**config.mk**
```make
export PLATFORM = sky130hd
export DESIGN_NAME = eik_top
export DESIGN_NICKNAME = d
export VERILOG_FILES = /design/src/include/eik_pkg.sv /design/src/rtl/eik_top.sv
export SDC_FILE = /design/constraint.sdc
export NUM_CORES = 1
export LEC_CHECK = 0
export ABC_CLOCK_PERIOD_IN_PS = 3500
export BUFFER_PORTS_ARGS = -buffer_cell sky130_fd_sc_hd__buf_2
export CAP_MARGIN = 5
export CELL_PAD_IN_SITES_DETAIL_PLACEMENT = 1
export CELL_PAD_IN_SITES_GLOBAL_PLACEMENT = 1
export CORE_MARGIN = 2
export CORE_UTILIZATION = 30
export DETAILED_ROUTE_END_ITERATION = 10
export PLACE_DENSITY_LB_ADDON = 0.05
export SLEW_MARGIN = 10
export SYNTH_ARGS = -nofsm -noshare
export SYNTH_HDL_FRONTEND = slang
export SYNTH_SLANG_ARGS = --single-unit
```
**constraint.sdc**
```tcl
create_clock -name core_clk -period 3.5 [get_ports core_clk]
set_clock_uncertainty 0.15 [all_clocks]
set_input_delay 0.35 -clock core_clk [delete_from_list [all_inputs] [get_ports core_clk]]
set_output_delay 0.35 -clock core_clk [all_outputs]
set_load 0.03 [all_outputs]
```
**src/include/eik_pkg.sv**
```systemverilog
// constants for the external interrupt, key wakeup and port A block
`default_nettype none
package eik_pkg;
  // ==========================================================
  // register byte offsets
  localparam logic [7:0] OFF_PORT_A    = 8'h00; // data, or direction
  localparam logic [7:0] OFF_INT_CTRL  = 8'h04;
  localparam logic [7:0] OFF_INT_STAT  = 8'h08;
  localparam logic [7:0] OFF_KW_PIN_EN = 8'h0C;
  localparam logic [7:0] OFF_PULLUP    = 8'h10;
  localparam logic [7:0] OFF_OPEN_DRN  = 8'h14;
  localparam logic [7:0] OFF_MAP_SEL   = 8'h18;
  // ==========================================================
  // field positions
  localparam int CTL_EXT_EN   = 7;
  localparam int CTL_KW_EN    = 4;
  localparam int CTL_SENSE    = 3;
  localparam int STA_EXT_FLAG = 7;
  localparam int STA_KW_FLAG  = 4;
  localparam int STA_EXT_CLR  = 3;
  localparam int STA_KW_CLR   = 0;
  localparam int PU_LOW_SEL   = 0;
  localparam int PU_HIGH_SEL  = 1;
  localparam int OD_SEL       = 0;
  localparam int MAP_OPTION   = 0;
  localparam int KW_LINES     = 4;
  localparam int OD_FIXED     = 4;  // lines below this are always open drain
  localparam int PA_W         = 8;
  // ==========================================================
  // interrupt vectors, high byte address of each pair's first word
  localparam logic [15:0] VEC_EXT    = 16'h1FFA;
  localparam logic [15:0] VEC_KW     = 16'h1FF8;
  localparam logic [15:0] VEC_EVENT  = 16'h1FF4;
  localparam logic [15:0] VEC_SERIAL = 16'h1FF2;
  localparam logic [15:0] VEC_TBASE  = 16'h1FF0;
  localparam logic [15:0] VEC_NONE   = 16'h0000;
  // ==========================================================
  // misc
  localparam logic [1:0] HOLD_INSNS = 2'h2;  // enabling insn plus one more
  localparam logic [1:0] RESP_OKAY  = 2'h0;
  localparam logic [1:0] RESP_SLVERR = 2'h2;
  localparam logic [7:0] BYTE_ZERO  = 8'h00;
  localparam logic [7:0] BYTE_ONES  = 8'hFF;
endpackage
`default_nettype wire

```
**src/rtl/eik_top.sv**
```systemverilog
// external interrupt, key wakeup and port A pin logic with AXI4-Lite regs
// ==========================================================
// What this block does
// - falling edge on the external interrupt pin sets the external flag.
// - external request needs flag, its enable, and CPU mask clear.
// - external flag is read-only; cleared by its clear bit or reset.
// - unused status bits 6-5 and 2-1 read zero, writes ignored.
// - falling edge on an enabled key wakeup pin sets the key flag.
// - key wakeup request needs key flag and key global enable.
// - key flag is read-only; cleared by its clear bit or reset.
// - clear bits are write-only, read zero; one clears, zero ignored.
// - serial byte interrupt needs mask clear and enable; vector 1FF2.
// - event counter interrupt needs mask clear; vector 1FF4.
// - time base interrupt needs mask clear; vector 1FF0.
// - key wakeup interrupt needs mask clear; vector 1FF8.
// - enabling a pending external or key interrupt delays one instruction.
// - direction bit one means output; reset clears all direction bits.
// - outputs driven from latch; input lines read the live pin.
// - data at offset zero, direction there in option map; latch not reset.
// - two select bits enable pullups; reset leaves pullups off.
// - lines 0-3 always open drain; 4-7 only with select bit set.
// - four key latches catch falling edges, cleared with the key flag.
// - sense select zero is low level plus edge, one edge only.
// - both enable bits sit in control register, reset to zero.
//
// Our own choice: the AXI4-Lite interface to the registers.
`timescale 1ns/1ns
`default_nettype none
module eik_top
  import eik_pkg::*;
#(
  parameter int ADDR_W = 8
) (
  input  wire logic              core_clk,
  input  wire logic              rst,
  input  wire logic [ADDR_W-1:0] s_axi_awaddr,
  input  wire logic              s_axi_awvalid,
  output logic                   s_axi_awready,
  input  wire logic [31:0]       s_axi_wdata,
  input  wire logic [3:0]        s_axi_wstrb,
  input  wire logic              s_axi_wvalid,
  output logic                   s_axi_wready,
  output logic [1:0]             s_axi_bresp,
  output logic                   s_axi_bvalid,
  input  wire logic              s_axi_bready,
  input  wire logic [ADDR_W-1:0] s_axi_araddr,
  input  wire logic              s_axi_arvalid,
  output logic                   s_axi_arready,
  output logic [31:0]            s_axi_rdata,
  output logic [1:0]             s_axi_rresp,
  output logic                   s_axi_rvalid,
  input  wire logic              s_axi_rready,
  input  wire logic              ext_int_pin,
  input  wire logic [PA_W-1:0]   pa_in,
  output logic [PA_W-1:0]        pa_out,
  output logic [PA_W-1:0]        pa_oe_n,
  output logic [PA_W-1:0]        pa_pullup_en,
  input  wire logic              cpu_int_mask,
  input  wire logic              insn_done,
  input  wire logic              serial_interrupt,
  input  wire logic              serial_int_enable,
  input  wire logic              event_count_interrupt,
  input  wire logic              time_base_interrupt,
  output logic                   int_request,
  output logic [15:0]            int_vector
);

  // ==========================================================
  // state
  typedef struct packed {
    logic [PA_W-1:0]     pa_s1;
    logic [PA_W-1:0]     pa_s2;
    logic [PA_W-1:0]     pa_prev;
    logic                irq_s1;
    logic                irq_s2;
    logic                irq_prev;
    logic [PA_W-1:0]     dir;
    logic [KW_LINES-1:0] pin_en;
    logic                ext_en;
    logic                kw_en;
    logic                sense_sel;
    logic                pu_hi;
    logic                pu_lo;
    logic                od_hi_sel;
    logic                opt_map;
    logic                ext_flag;
    logic                kw_flag;
    logic [KW_LINES-1:0] kw_latch;
    logic [1:0]          ext_hold;
    logic [1:0]          kw_hold;
    logic                irq_req;
    logic [15:0]         vector;
    logic [PA_W-1:0]     pa_out;
    logic [PA_W-1:0]     pa_oe_n;
    logic [PA_W-1:0]     pa_pu;
    logic                aw_full;
    logic [ADDR_W-1:0]   aw_addr;
    logic                w_full;
    logic [7:0]          w_byte;
    logic                w_lane0;
    logic                awready;
    logic                wready;
    logic                bvalid;
    logic [1:0]          bresp;
    logic                arready;
    logic                rvalid;
    logic [31:0]         rdata;
    logic [1:0]          rresp;
  } eik_state_s;

  eik_state_s st_q;
  eik_state_s st_d;
  // the data latch is deliberately left out of reset
  logic [PA_W-1:0] data_latch_q;
  logic [PA_W-1:0] data_latch_d;
  logic            ext_fall;
  logic [KW_LINES-1:0] kw_fall;
  logic            clr_ext;
  logic            clr_kw;
  logic            do_write;
  logic [7:0]      status_word;

  // ==========================================================
  // decode helpers
  function automatic logic is_mapped(input logic [ADDR_W-1:0] a);
    logic [7:0] o;
    o = 8'(a);
    is_mapped = (o == OFF_PORT_A) || (o == OFF_INT_CTRL) ||
                (o == OFF_INT_STAT) || (o == OFF_KW_PIN_EN) ||
                (o == OFF_PULLUP) || (o == OFF_OPEN_DRN) ||
                (o == OFF_MAP_SEL);
  endfunction

  function automatic logic hit(input logic [ADDR_W-1:0] a,
                               input logic [7:0] off);
    hit = (8'(a) == off);
  endfunction

  // ==========================================================
  // combinational next state
  always_comb begin
    st_d = st_q;
    data_latch_d = data_latch_q;
    // two-stage synchronisers; edge detect looks only at stage two
    st_d.pa_s1 = pa_in;
    st_d.pa_s2 = st_q.pa_s1;
    st_d.pa_prev = st_q.pa_s2;
    st_d.irq_s1 = ext_int_pin;
    st_d.irq_s2 = st_q.irq_s1;
    st_d.irq_prev = st_q.irq_s2;
    ext_fall = st_q.irq_prev & ~st_q.irq_s2;
    kw_fall = st_q.pin_en & st_q.pa_prev[KW_LINES-1:0] &
              ~st_q.pa_s2[KW_LINES-1:0];

    // ---- AXI write channel capture
    if (s_axi_awvalid && st_q.awready) begin
      st_d.aw_full = 1'b1;
      st_d.aw_addr = s_axi_awaddr;
    end
    if (s_axi_wvalid && st_q.wready) begin
      st_d.w_full = 1'b1;
      st_d.w_byte = s_axi_wdata[7:0];
      st_d.w_lane0 = s_axi_wstrb[0];
    end
    do_write = st_q.aw_full && st_q.w_full && !st_q.bvalid;
    clr_ext = 1'b0;
    clr_kw = 1'b0;
    if (do_write) begin
      st_d.aw_full = 1'b0;
      st_d.w_full = 1'b0;
      st_d.bvalid = 1'b1;
      st_d.bresp = is_mapped(st_q.aw_addr) ? RESP_OKAY : RESP_SLVERR;
      if (st_q.w_lane0) begin
        if (hit(st_q.aw_addr, OFF_PORT_A)) begin
          if (st_q.opt_map)
            st_d.dir = st_q.w_byte;
          else
            data_latch_d = st_q.w_byte;
        end
        if (hit(st_q.aw_addr, OFF_INT_CTRL)) begin
          st_d.ext_en = st_q.w_byte[CTL_EXT_EN];
          st_d.kw_en = st_q.w_byte[CTL_KW_EN];
          st_d.sense_sel = st_q.w_byte[CTL_SENSE];
          // a fresh enable holds the request back for two insns
          if (st_q.w_byte[CTL_EXT_EN] && !st_q.ext_en)
            st_d.ext_hold = HOLD_INSNS;
          if (st_q.w_byte[CTL_KW_EN] && !st_q.kw_en)
            st_d.kw_hold = HOLD_INSNS;
        end
        if (hit(st_q.aw_addr, OFF_INT_STAT)) begin
          // only the clear bits act; flags and spare bits ignore writes
          clr_ext = st_q.w_byte[STA_EXT_CLR];
          clr_kw = st_q.w_byte[STA_KW_CLR];
        end
        if (hit(st_q.aw_addr, OFF_KW_PIN_EN))
          st_d.pin_en = st_q.w_byte[KW_LINES-1:0];
        if (hit(st_q.aw_addr, OFF_PULLUP)) begin
          st_d.pu_lo = st_q.w_byte[PU_LOW_SEL];
          st_d.pu_hi = st_q.w_byte[PU_HIGH_SEL];
        end
        if (hit(st_q.aw_addr, OFF_OPEN_DRN))
          st_d.od_hi_sel = st_q.w_byte[OD_SEL];
        if (hit(st_q.aw_addr, OFF_MAP_SEL))
          st_d.opt_map = st_q.w_byte[MAP_OPTION];
      end
    end
    if (st_q.bvalid && s_axi_bready)
      st_d.bvalid = 1'b0;
    st_d.awready = !st_d.aw_full && !st_d.bvalid;
    st_d.wready = !st_d.w_full && !st_d.bvalid;

    // ---- flags: clear first, so a new event in the same cycle wins
    if (clr_ext)
      st_d.ext_flag = 1'b0;
    if (clr_kw) begin
      st_d.kw_flag = 1'b0;
      st_d.kw_latch = '0;
    end
    // level mode keeps setting the flag while the pin stays low
    if (ext_fall || (!st_q.sense_sel && !st_q.irq_s2))
      st_d.ext_flag = 1'b1;
    st_d.kw_latch = st_d.kw_latch | kw_fall;
    if (|kw_fall)
      st_d.kw_flag = 1'b1;

    // instruction-boundary hold after enabling
    if (insn_done && st_q.ext_hold != 2'h0)
      st_d.ext_hold = st_d.ext_hold - 2'h1;
    if (insn_done && st_q.kw_hold != 2'h0)
      st_d.kw_hold = st_d.kw_hold - 2'h1;

    // ---- request and vector, highest vector first
    st_d.irq_req = 1'b0;
    st_d.vector = VEC_NONE;
    if (!cpu_int_mask) begin
      if (st_q.ext_flag && st_q.ext_en && st_q.ext_hold == 2'h0) begin
        st_d.irq_req = 1'b1;
        st_d.vector = VEC_EXT;
      end else if (st_q.kw_flag && st_q.kw_en &&
                   st_q.kw_hold == 2'h0) begin
        st_d.irq_req = 1'b1;
        st_d.vector = VEC_KW;
      end else if (event_count_interrupt) begin
        st_d.irq_req = 1'b1;
        st_d.vector = VEC_EVENT;
      end else if (serial_interrupt && serial_int_enable) begin
        st_d.irq_req = 1'b1;
        st_d.vector = VEC_SERIAL;
      end else if (time_base_interrupt) begin
        st_d.irq_req = 1'b1;
        st_d.vector = VEC_TBASE;
      end
    end

    // pin drivers; open drain releases on a one
    for (int i = 0; i < PA_W; i++) begin
      st_d.pa_out[i] = data_latch_d[i];
      if (!st_d.dir[i])
        st_d.pa_oe_n[i] = 1'b1;
      else if (i < OD_FIXED || st_d.od_hi_sel)
        st_d.pa_oe_n[i] = data_latch_d[i];
      else
        st_d.pa_oe_n[i] = 1'b0;
      st_d.pa_pu[i] = (i < OD_FIXED) ? st_d.pu_lo : st_d.pu_hi;
    end

    // ---- AXI read channel
    status_word = BYTE_ZERO;
    status_word[STA_EXT_FLAG] = st_q.ext_flag;
    status_word[STA_KW_FLAG] = st_q.kw_flag;
    if (st_q.rvalid && s_axi_rready)
      st_d.rvalid = 1'b0;
    if (s_axi_arvalid && st_q.arready) begin
      st_d.rvalid = 1'b1;
      st_d.rdata = '0;
      st_d.rresp = is_mapped(s_axi_araddr) ? RESP_OKAY : RESP_SLVERR;
      if (hit(s_axi_araddr, OFF_PORT_A))
        st_d.rdata[7:0] = st_q.opt_map ? st_q.dir :
          ((data_latch_q & st_q.dir) | (st_q.pa_s2 & ~st_q.dir));
      if (hit(s_axi_araddr, OFF_INT_CTRL)) begin
        st_d.rdata[CTL_EXT_EN] = st_q.ext_en;
        st_d.rdata[CTL_KW_EN] = st_q.kw_en;
        st_d.rdata[CTL_SENSE] = st_q.sense_sel;
      end
      if (hit(s_axi_araddr, OFF_INT_STAT))
        st_d.rdata[7:0] = status_word;
      if (hit(s_axi_araddr, OFF_KW_PIN_EN))
        st_d.rdata[KW_LINES-1:0] = st_q.pin_en;
      if (hit(s_axi_araddr, OFF_PULLUP)) begin
        st_d.rdata[PU_LOW_SEL] = st_q.pu_lo;
        st_d.rdata[PU_HIGH_SEL] = st_q.pu_hi;
      end
      if (hit(s_axi_araddr, OFF_OPEN_DRN))
        st_d.rdata[OD_SEL] = st_q.od_hi_sel;
      if (hit(s_axi_araddr, OFF_MAP_SEL))
        st_d.rdata[MAP_OPTION] = st_q.opt_map;
    end
    st_d.arready = !st_d.rvalid;
  end

  // ==========================================================
  // registers
  always_ff @(posedge core_clk or posedge rst) begin
    if (rst) begin
      st_q <= '0;
      st_q.pa_oe_n <= BYTE_ONES;
      st_q.pa_s1 <= BYTE_ONES;
      st_q.pa_s2 <= BYTE_ONES;
      st_q.pa_prev <= BYTE_ONES;
      st_q.irq_s1 <= 1'b1;
      st_q.irq_s2 <= 1'b1;
      st_q.irq_prev <= 1'b1;
    end else begin
      st_q <= st_d;
    end
  end

  // survives reset; contents are undefined only at power-up
  always_ff @(posedge core_clk) begin
    data_latch_q <= data_latch_d;
  end

  assign s_axi_awready = st_q.awready;
  assign s_axi_wready  = st_q.wready;
  assign s_axi_bvalid  = st_q.bvalid;
  assign s_axi_bresp   = st_q.bresp;
  assign s_axi_arready = st_q.arready;
  assign s_axi_rvalid  = st_q.rvalid;
  assign s_axi_rdata   = st_q.rdata;
  assign s_axi_rresp   = st_q.rresp;
  assign pa_out        = st_q.pa_out;
  assign pa_oe_n       = st_q.pa_oe_n;
  assign pa_pullup_en  = st_q.pa_pu;
  assign int_request   = st_q.irq_req;
  assign int_vector    = st_q.vector;
endmodule // eik_top
`default_nettype wire

```
# == Word-level counts from Yosys, hierarchy flattened ==
# Cells that the tools add are included.
# word_totals
register_bits,134
latch_bits,0
mem_bits_rw,0
mem_bits_ro,0
in_bits,74
output_inout_bits,82
word_cells,183
n_memories,0
# op_classes
n_addsub,2
mul,0
div,0
magnitude_cmp,0
n_eq_ne,12
shift,0
mux,67
bitwise_logic,10
reduce_logical,53
# op_table
operator,count
17-bit 2-to-1 mux,6
8-bit 2-to-1 mux,9
"8-bit by 5-bit equality test with 1-bit output, second input constant",6
19-bit 2-to-1 mux,2
35-bit 2-to-1 mux,1
"8-bit by 4-bit equality test with 1-bit output, second input constant",4
1-bit 2-to-1 mux,30
4-bit 2-to-1 mux,5
1-bit logical AND,19
2-bit 2-to-1 mux,9
8-bit bitwise AND,2
"8-bit by 3-bit equality test with 1-bit output, second input constant",2
8-bit logical NOT,2
1-bit logical OR,13
10-bit 2-to-1 mux,1
1-bit logical NOT,9
9-bit 2-to-1 mux,1
3-bit AND reduction,3
4-bit bitwise AND,2
8-bit inverter,1
8-bit OR,1
2-bit nonzero test,4
3-bit 2-to-1 mux,2
5-bit 2-to-1 mux,1
7 further kinds,9

# == Logic depth before layout (Yosys ltp) ==
# depth
word_depth,13
ltp_mapped,6
depth_no_buf,4

# == Least setup slack after synthesis ==
# OpenSTA, ideal clock, no wires.
# synth_path
path_type,reg2reg
from,register st_q[58] (netlist name)
to,register st_q[115] (netlist name)
setup_ps,125
arrival_ps,1746
required_time_ps,3225
path_slack_ps,1479
path_stages_with_launch,4
path_buffers,0
synth_period_minus_slack_ps,2021
cell_sequence,dfrtp_1 > or4_4 > nor4_4 > mux2_4
# synth_via
elab_chain_cells,2
# synth_rtl
item,line,rtl
"start, declared",eik_top.sv:111,eik_state_s st_q;
"start signal, assigned",eik_top.sv:314,st_q <= st_d;
8-bit by 3-bit equality test with 1-bit output,eik_top.sv:136,hit = (8'(a) == off);
3-bit AND reduction (no line),-,
# No other way between the ends.
# A chain may end at the register's enable or synchronous reset.

==> results by group <==
Pwr
  • Cell Int Power: 2.239 mW
  • Switch Pwr: 1.111 mW
  • Seq pwr share: about half
  • PwrDens: 597.5 nW/um^2
  • Leak pwr: 2.716 nW
  • Clk pwr share: 29.3%
  • Comb power frac: about a fifth
  • Switching share of total power: 33.16%
  • Peak VDD IR: 0.2492 mV

Logic synthesis
  • Main synth FF type: dfrtp_1
  • Yosys warns: 0
  • FF+latch count, synth: between 100 and 150
  • EDFF count, synth: 0
  • Simple-Gate Fraction of Synth Area: 13.48%
  • Mapped Cells: 424
  • Asr flop ratio synth: 92.73%
  • Synth Area in XOR/XNOR: 0%
  • Sequential area share after synthesis: 55.94%
  • Largest family of logic cells by synthesized area: buffers and inverters
  • Avg Inst Size Synth: 11.60 sq um
  • Synthesized cell area: 4918 sq um
  • Mux contribution to synthesized area: 7.861%
  • Unique masters post-synth: 52
  • Adder-cell area share of the yosys netlist: 0%
  • Compound-Gate Fraction of Synth Area: 9.031%

CTS
  • CTS Hold Bufs: 10
  • Post-CTS setup buffer count: 0
  • CTS Buffer Depth: 2
  • Worst-path clk slew: 0.08 ns
  • CTS tree: yes
  • Clock sinks: 110
  • Clk_lat worst skew: 0.35 ns
  • Num CTS Buffers: 9
  • CTS resizes: 0
  • H-Tree Depth: 3
  • Root buf cell: clkbuf_16

STA
  • Slew Limit Fails: 0
  • Fin Setup TNS: 0 ns
  • Final Hold Vio Count: 0
  • Fin crit period: between 2 and 2.5 ns
  • Fmax: 415.8 MHz
  • RSZ-0062 raised after global routing: false
  • Relative slew margins: 50.07%
  • Period utilization: 68.71%
  • # setup viols final: 0
  • Final WS setup: 1.095 ns
  • Least-Margin Pin Slew: 0.7490 ns

Die
  • # IOs: 156
  • Full die area: 17430 sq um
  • Die W: 132.0 microns
  • Initial Utilization: between 30% and 40%
  • Core area: 15940 sq um
  • Core Rows: 46
  • Die Ht: 132.0 microns

Global route
  • Global-route wire length before repair: ~18 mm
  • GR Util All Layers: 13.34%
  • Vias in the first global route: between 3000 and 4000
  • Largest net degree at the start of global routing: slightly below 60
  • Grt total ovfl: 0
  • Initial antenna violation count: 0

Finish
  • Diode count: 0
  • Core Util, Final: a little over a third
  • NumNets Final: 564
  • Fin cells: 711
  • Most frequent cells in the layout: buf_2, dfrtp_1, dfstp_2
  • Synth-to-Final Area Change: 13.99%
  • Fillers: 1746
  • Commonest non-fill, non-tap cell in the layout: buf_2
  • Layout cells sized above 1: 37.78%

Setup path
  • Worst path max stage delay: 0.59 ns
  • Crit Path Class: reg2reg
  • CP Launch Type: register
  • Worst-path maximum fanout: 9
  • Crit-path slowest cell: or4b_4
  • Worst Path Required: between 3 and 4 ns
  • CP Capture Type: register
  • WP data arrival: 2.50 ns
  • Cells along the critical path: or4b_4 > nor4_4 > buf_4 > a21boi_1 > or2_1

Routing
  • Via count: 3218
  • Detailed Routing Iterations Pass 1: 4
  • Routed wire length: around 11 mm
  • # DRC: 0
  • ANT nets after route: 0
  • Vias per inst: 4.526
  • Detailed Route Iter0 Violations: 121
  • Wire length per cell: 15.67 microns

Min path
  • Hold WC Path Type: in2reg

Status
  • Outcome: complete, no violations

Place
  • I/O Buffers: 98
  • Pre-CTS setup slack: between 1 and 1.5 ns
  • RD Place Congestion: just under 0.7
  • Inst Count DP: roughly 690
  • Post-DP HPWL: roughly 8 mm

Flow run
  • # Max-Cap Violations: 0
## power by group through the flow
stage	sequential, mW	clock [mW]	combinational [mW]
after floorplan	1.67	0	0.556
after global placement	1.72	0	0.662
after detailed placement	1.73	0	0.675
after CTS	1.70	1.04	0.686
after global routing	1.74	1.09	0.738
final	1.70	0.983	0.671
## flip-flops by register name, indices dropped and copies added, names as in the netlist, 2 cells and up
register      flops
data_latch_q      8
int_vector        4
pa_oe_n           8
pa_out            8
pa_pullup_en      2
s_axi_rdata       8
st_d             18
st_q             47
## logic make-up after synthesis
kind of cell           after synthesis
DFF                                110
AOI/OAI and AO/OA                   68
other                                1
and+or+nand+nor                    110
muxes                               34
buffers and inverters              101
## critical path: cells and delay by family (launching register included)
family,cells,cell delay (ns)
AO/OA/AOI/OAI,1,0.09
AND/OR/NAND/NOR,3,1.35
flip-flops,1,0.42
buffers and inverters,1,0.27
## final timing paths
path	to	startpoint	slack, ns	depth (start not counted)
min in group asynchronous	st_q[43]	rst	0.52	3
worst max register to register	st_q[123]	st_q[52]	1.10	5
worst min-delay path	int_vector[1]	cpu_int_mask	0.03	2
worst max-delay path	st_q[123]	st_q[52]	1.10	5
worst min register to register	st_d[140]	st_d[148]	0.20	0
max in group asynchronous	st_d[145]	rst	1.92	4
## cell usage after synthesis (all sizes together), types with 3 or more instances
cell type,number,area (sq um)
and3,13,81.33
nor4,5,61.31
nand3b,5,37.54
clkbuf,8,30.03
o211ai,7,52.55
and2,3,18.77
o22ai,6,37.54
nand2b,4,25.02
o21ai,17,85.08
a21o,3,22.52
dfstp,31,814.5
buf,79,586.8
inv,14,52.55
or2,8,50.05
a21oi,10,50.05
dfrtp,71,1777
or3b,4,35.03
nand3,5,25.02
nand4,7,43.79
nor2b,5,31.28
mux2i,6,60.06
a22oi,3,22.52
nand2,24,90.09
dfxtp,8,160.2
nor2,15,56.30
a31oi,3,18.77
mux2,28,326.6
a21boi,10,75.07
## stage by stage
stage	area (sq um)	total power, mW	hold WS [ns]
3_3_place_gp	5224	2.380	0.1959
6_report	5607	3.350	0.03367
3_5_place_dp	5224	2.403	0.1972
2_1_floorplan	5027	2.230	0.1952
4_1_cts	5607	3.429	0.01634
5_1_grt	5607	3.562	0.03689
## final cells by class
type | count | area [sq um] | area share (%)
multi-input combinational | 242 | 1607 | 28.65
timing repair buffer | 113 | 640.6 | 11.43
clock inverter | 7 | 57.56 | 1.027
clock buffer | 9 | 225.2 | 4.017
tap | 216 | 270.3 | 4.820
sequential | 110 | 2751 | 49.07
inverter | 14 | 55.05 | 0.9819
## routing by layer
| metal | global-route usage [%] | part of all wire [%] |
|---|---|---|
| met1 | 17.20 | 45 |
| met3 | 4.306 | 5.4 |
| met2 | 21.79 | 48 |
| met5 | 0 | 0 |
| met4 | 3.261 | 1.0 |
No activity file was read; power rests on OpenSTA's default activity.
